--- src/inc/smc_pkg.sv ---
package smc_pkg;

    // =====================================================================
    // sleep modes
    // =====================================================================
    localparam int MODE_W = 3;
    typedef enum logic [2:0] {
        SMC_IDLE        = 3'h0,
        SMC_ADC_NR      = 3'h1,
        SMC_POWER_DOWN  = 3'h2,
        SMC_POWER_SAVE  = 3'h3,
        SMC_STANDBY     = 3'h6,
        SMC_EXT_STANDBY = 3'h7
    } smc_mode_t;

    // =====================================================================
    // gated functions, one enable bit each
    // =====================================================================
    typedef struct packed {
        logic cpu;
        logic sram;
        logic timers;
        logic spi;
        logic irq;
        logic adc;
        logic async_tmr;
        logic main_osc;
        logic rc_osc;
    } smc_clk_en_t;

    typedef struct packed {
        logic wdt;
        logic sym_cnt;
        logic osc32k;
    } smc_deep_keep_t;

    // =====================================================================
    // controller states
    // =====================================================================
    typedef enum logic [2:0] {
        SMC_ST_ACTIVE = 3'h1,
        SMC_ST_SLEEP  = 3'h2,
        SMC_ST_DEEP   = 3'h4
    } smc_state_t;

    localparam smc_clk_en_t CLK_ALL_ON = 9'h1ff;
    localparam smc_clk_en_t CLK_ALL_OFF = 9'h000;
    localparam smc_deep_keep_t DEEP_KEEP_OFF = 3'h0;

endpackage : smc_pkg

--- src/rtl/smc_sleep_ctrl.sv ---
module smc_sleep_ctrl
(
    input wire logic clk_i,
    input wire logic reset_n_i,
    input wire logic sleep_req_i,
    input wire logic [2:0] sleep_mode_i,
    input wire logic deep_req_i,
    input wire smc_pkg::smc_deep_keep_t deep_keep_i,
    input wire logic wake_irq_i,
    output smc_pkg::smc_clk_en_t clk_en_o,
    output smc_pkg::smc_deep_keep_t deep_run_o,
    output logic deep_power_off_o,
    output logic sleeping_o
);

    // =====================================================================
    // mode decode
    // =====================================================================
    function automatic smc_pkg::smc_clk_en_t mode_enables(input logic [2:0] m);
        smc_pkg::smc_clk_en_t e;
        e = smc_pkg::CLK_ALL_OFF;
        case (m)
            smc_pkg::SMC_IDLE:
            begin
                e = smc_pkg::CLK_ALL_ON;
                e.cpu = 1'b0;
            end
            smc_pkg::SMC_ADC_NR:
            begin
                e.main_osc = 1'b1;
                e.rc_osc = 1'b1;
                e.adc = 1'b1;
                e.async_tmr = 1'b1;
                e.irq = 1'b1;
            end
            smc_pkg::SMC_POWER_DOWN: e = smc_pkg::CLK_ALL_OFF;
            smc_pkg::SMC_POWER_SAVE: e.async_tmr = 1'b1;
            smc_pkg::SMC_STANDBY: e.rc_osc = 1'b1;
            smc_pkg::SMC_EXT_STANDBY:
            begin
                e.rc_osc = 1'b1;
                e.async_tmr = 1'b1;
            end
            default: e = smc_pkg::CLK_ALL_ON;
        endcase
        return e;
    endfunction : mode_enables

    function automatic logic mode_valid(input logic [2:0] m);
        case (m)
            smc_pkg::SMC_IDLE, smc_pkg::SMC_ADC_NR, smc_pkg::SMC_POWER_DOWN,
            smc_pkg::SMC_POWER_SAVE, smc_pkg::SMC_STANDBY,
            smc_pkg::SMC_EXT_STANDBY: return 1'b1;
            default: return 1'b0;
        endcase
    endfunction : mode_valid

    // =====================================================================
    // wake input synchroniser
    // =====================================================================
    logic wake_meta;
    logic wake_sync;

    always_ff @(posedge clk_i or negedge reset_n_i)
    begin
        if (!reset_n_i)
        begin
            wake_meta <= 1'b0;
            wake_sync <= 1'b0;
        end
        else
        begin
            wake_meta <= wake_irq_i;
            wake_sync <= wake_meta;
        end
    end

    // =====================================================================
    // state machine
    // =====================================================================
    smc_pkg::smc_state_t state;
    smc_pkg::smc_state_t next_state;
    logic [2:0] mode;

    always_comb
    begin
        next_state = state;
        case (state)
            smc_pkg::SMC_ST_ACTIVE:
            begin
                if (deep_req_i)
                    next_state = smc_pkg::SMC_ST_DEEP;
                else if (sleep_req_i && mode_valid(sleep_mode_i))
                    next_state = smc_pkg::SMC_ST_SLEEP;
            end
            smc_pkg::SMC_ST_SLEEP, smc_pkg::SMC_ST_DEEP:
            begin
                if (wake_sync)
                    next_state = smc_pkg::SMC_ST_ACTIVE;
            end
            default: next_state = smc_pkg::SMC_ST_ACTIVE;
        endcase
    end

    always_ff @(posedge clk_i or negedge reset_n_i)
    begin
        if (!reset_n_i)
            state <= smc_pkg::SMC_ST_ACTIVE;
        else
            state <= next_state;
    end

    always_ff @(posedge clk_i or negedge reset_n_i)
    begin
        if (!reset_n_i)
            mode <= smc_pkg::SMC_IDLE;
        else if (state == smc_pkg::SMC_ST_ACTIVE && sleep_req_i)
            mode <= sleep_mode_i;
    end

    // =====================================================================
    // registered outputs
    // =====================================================================
    always_ff @(posedge clk_i or negedge reset_n_i)
    begin
        if (!reset_n_i)
        begin
            clk_en_o <= smc_pkg::CLK_ALL_ON;
            deep_run_o <= smc_pkg::DEEP_KEEP_OFF;
            deep_power_off_o <= 1'b0;
            sleeping_o <= 1'b0;
        end
        else
        begin
            case (next_state)
                smc_pkg::SMC_ST_SLEEP:
                begin
                    clk_en_o <= mode_enables((state == smc_pkg::SMC_ST_ACTIVE)
                                             ? sleep_mode_i : mode);
                    deep_run_o <= smc_pkg::DEEP_KEEP_OFF;
                    deep_power_off_o <= 1'b0;
                    sleeping_o <= 1'b1;
                end
                smc_pkg::SMC_ST_DEEP:
                begin
                    clk_en_o <= smc_pkg::CLK_ALL_OFF;
                    if (state == smc_pkg::SMC_ST_ACTIVE)
                        deep_run_o <= deep_keep_i;
                    deep_power_off_o <= 1'b1;
                    sleeping_o <= 1'b1;
                end
                default:
                begin
                    clk_en_o <= smc_pkg::CLK_ALL_ON;
                    deep_run_o <= smc_pkg::DEEP_KEEP_OFF;
                    deep_power_off_o <= 1'b0;
                    sleeping_o <= 1'b0;
                end
            endcase
        end
    end
endmodule : smc_sleep_ctrl

--- config.mk ---
export PLATFORM = sky130hd
export DESIGN_NAME = smc_sleep_ctrl
export DESIGN_NICKNAME = d
export VERILOG_FILES = /design/src/inc/smc_pkg.sv /design/src/rtl/smc_sleep_ctrl.sv
export SDC_FILE = /design/constraint.sdc
export NUM_CORES = 1
export LEC_CHECK = 0
export ABC_AREA = 0
export BUFFER_PORTS_ARGS = -buffer_cell sky130_fd_sc_hd__buf_2
export CAP_MARGIN = 0
export CELL_PAD_IN_SITES_DETAIL_PLACEMENT = 1
export CELL_PAD_IN_SITES_GLOBAL_PLACEMENT = 2
export CORE_MARGIN = 3
export CORE_UTILIZATION = 33
export CTS_CLUSTER_SIZE = 10
export DETAILED_ROUTE_END_ITERATION = 8
export GPL_TIMING_DRIVEN = 0
export PLACE_DENSITY_LB_ADDON = 0.3
export RECOVER_POWER = 50
export SLEW_MARGIN = 30
export SYNTH_ARGS = -nofsm -noshare
export SYNTH_HDL_FRONTEND = slang
export SYNTH_SLANG_ARGS = --single-unit
--- constraint.sdc ---
create_clock -name clk_i -period 2.2 [get_ports clk_i]
set_input_delay 0.22 -clock clk_i [delete_from_list [all_inputs] [get_ports clk_i]]
set_output_delay 0.22 -clock clk_i [all_outputs]
set_load 0.01 [all_outputs]
==> results.txt <==
status: complete, no violations
Slew @ Worst Pin: 0.952 ns
largest area contributor in the netlist: dfrtp_1
CP Data Required Time: 2.39 ns
DR vias: 588
endpoint class of the critical path: flop
vias in the first global route: 608
cts-stage hold buffer count: 1
DRC viols: 0
core area: 0.00228 mm²
max_cap viols: 0
Critical Path Source Type: flop
Unique masters post-synth: 26
hpwl dp: 1170 µm
synthesis-stage register bit count: 18
Worst-Skew Late Latency: 0.29 ns
clk buf depth: 2
post_cts resized: 0
RSZ-0062 raised after global routing: no
setup TNS: 0 ns
Design Power: 1.36 mW
H-tree level count: 1
FP Rows: 17
wire length per cell: 12.1 µm
Slew Limit Headroom: 36.5%
Final Util: 44.0%
Area contributors post-synth: dfrtp_1, dfstp_2, mux2_2, mux2i_1, buf_4
TritonRoute pass-1 iters: 1
RePlAce Congestion: 0.724
slowest cell on the critical path: dfstp_2
final hold vios: 0
Hold/Removal Path Class: in -> reg
ratio of cells with drive above 1 in the final layout: 45.3%
Final period util: 72.2%
die width: 55.5 µm
CTS Buf Count: 3
Max Freq: 630 MHz
clock transition at the registers of the reported paths: 0.11 ns
Initial Utilization: 35.5%
Iter 0 DRT Violations: 0
synth warn: 0
Final setup viols: 0
Post-Syn Instances: 66
pin count of the biggest net entering global routing: 19
area delta synth->final: 24.0%
crit path cell chain: nor3b_2, buf_6, mux2_1, o21ai_1, nand3_1
Crit Path Category: reg -> reg
area of the mapped netlist: 807 µm²
CTS tree: yes
antenna-violating nets left: 0
initial antenna violation count: 0
clock net sink count: 18
postcts setup bufs: 0
Total GRT Usage: 10.7%
Routed WL: 1490 µm
pwr dens: 1360 mW/mm²
I/O Buffers: 24
Root Driver: clkbuf_4
worst-path fanout max: 9
asr flop ratio synth: 100%
GRT overflow: 0
LEAKAGE: 0.462 nW
Setup Skew: 0.0101 ns
io pins: 25
Synth top area share: 37.2%
CP arrival: 1.78 ns
final-stage net count: 107
die footprint: 0.00307 mm²
post-synth net total: 77
Vias/cell: 4.78
Avg Inst Size Synth: 12.2 µm²
Worst VDD drop: 0.000555 V
antenna fix cells: 0
Slew Viols, Final: 0
Post-synth top flop: dfrtp_1
EDFF count, synth: 0
Die Span Y: 55.5 µm
first-pass GRT wire length: 2660 µm
post-synthesis sequential area ratio: 56.7%
largest stage delay on the critical path: 0.58 ns
minimum clock period: 1.59 ns
## placed cells by master, fill, tap and decap left out, types with 2 or more instances in the layout
master and n:
buf_2 18, dfrtp_1 12, dfstp_2 6, clkbuf_1 6
nand3_1 5, nor2_1 4, buf_4 4, nand2b_1 3
o21ai_1 3, mux2_2 3, mux2i_1 3, clkbuf_4 3
o21ai_0 2, nor4b_1 2, nand2_1 2, nand3b_1 2
inv_1 2, nand2_2 2
## metal layers
| metal | share of wire, % | global-route usage [%] |
|---|---|---|
| met1 | 38 | 11.6 |
| met2 | 54 | 19.6 |
| met3 | 6.9 | 4.21 |
| met4 | 0.67 | 2.08 |
| met5 | 0 | 0 |
## logic make-up (layout without fill, tap and decap cells)
family / count (synthesis) / in the layout / share of synthesized area (%)
buf+inv: 7 / 36 / 6.05
simple gates: 23 / 23 / 17.1
flops: 18 / 18 / 56.7
mux: 9 / 9 / 12.9
compound gates: 9 / 9 / 7.29
## sequential cells by signal, indices dropped and copies added (netlist names)
name	flops
wake_sync	1
sleeping_o	1
clk_en_o	5
deep_power_off_o	1
state	3
wake_meta	1
deep_run_o	3
mode	3
## stage by stage
step | area, µm² | setup slack [ns] | hold WS [ns] | std cells
floorplan | 807 | 0.734 | -0.0756 | 66
global placement | 962 | 0.612 | 0.171 | 118
detailed placement | 962 | 0.635 | 0.180 | 118
CTS | 1010 | 0.587 | 0.0153 | 123
global route | 1000 | 0.495 | 0.0158 | 123
finish | 1000 | 0.612 | 0.0233 | 123
## report_power, final
group          switching (mW)  internal (mW)
sequential             0.0783          0.488
clock                   0.100          0.101
combinational           0.287          0.309
## worst paths after layout
path,from,to,depth (start not counted),slack [ns]
min in group asynchronous,reset_n_i,wake_sync$_DFF_PN0_,2,0.58
max in group asynchronous,reset_n_i,state[1]$_DFF_PN0_,2,1.04
max,state[0]$_DFF_PN1_,clk_en_o[2]$_DFF_PN1_,5,0.61
max reg2reg,state[0]$_DFF_PN1_,clk_en_o[2]$_DFF_PN1_,5,0.61
min reg2reg,wake_meta$_DFF_PN0_,wake_sync$_DFF_PN0_,0,0.36
min,wake_irq_i,wake_meta$_DFF_PN0_,1,0.02
## worst max-delay path, delay by kind of cell, from the launching register on
family                 cells  cell delay [ns]
AND/OR/NAND/NOR            2             0.29
multiplexers               1             0.33
AO/OA/AOI/OAI              1             0.12
buffers and inverters      1             0.17
flip-flops                 1             0.58
## synthesized netlist by cell type (all sizes together), types with 2 or more instances
| library cell | number |
|---|---|
| nor2 | 4 |
| nand2b | 3 |
| nand3 | 5 |
| nor4b | 2 |
| mux2i | 4 |
| o21ai | 5 |
| inv | 2 |
| nand2 | 4 |
| nand3b | 2 |
| dfrtp | 12 |
| buf | 5 |
| mux2 | 5 |
| dfstp | 6 |
## layout make-up
type | count | area (µm²)
fill | 267 | 1270
sequential | 18 | 458
buffer | 5 | 41.3
multi-input combinational | 41 | 300
inverter | 2 | 7.51
clock buffer | 4 | 36.3
tap | 28 | 35.0
timing repair buffer | 25 | 123
Power figures use the tool's default switching activity.
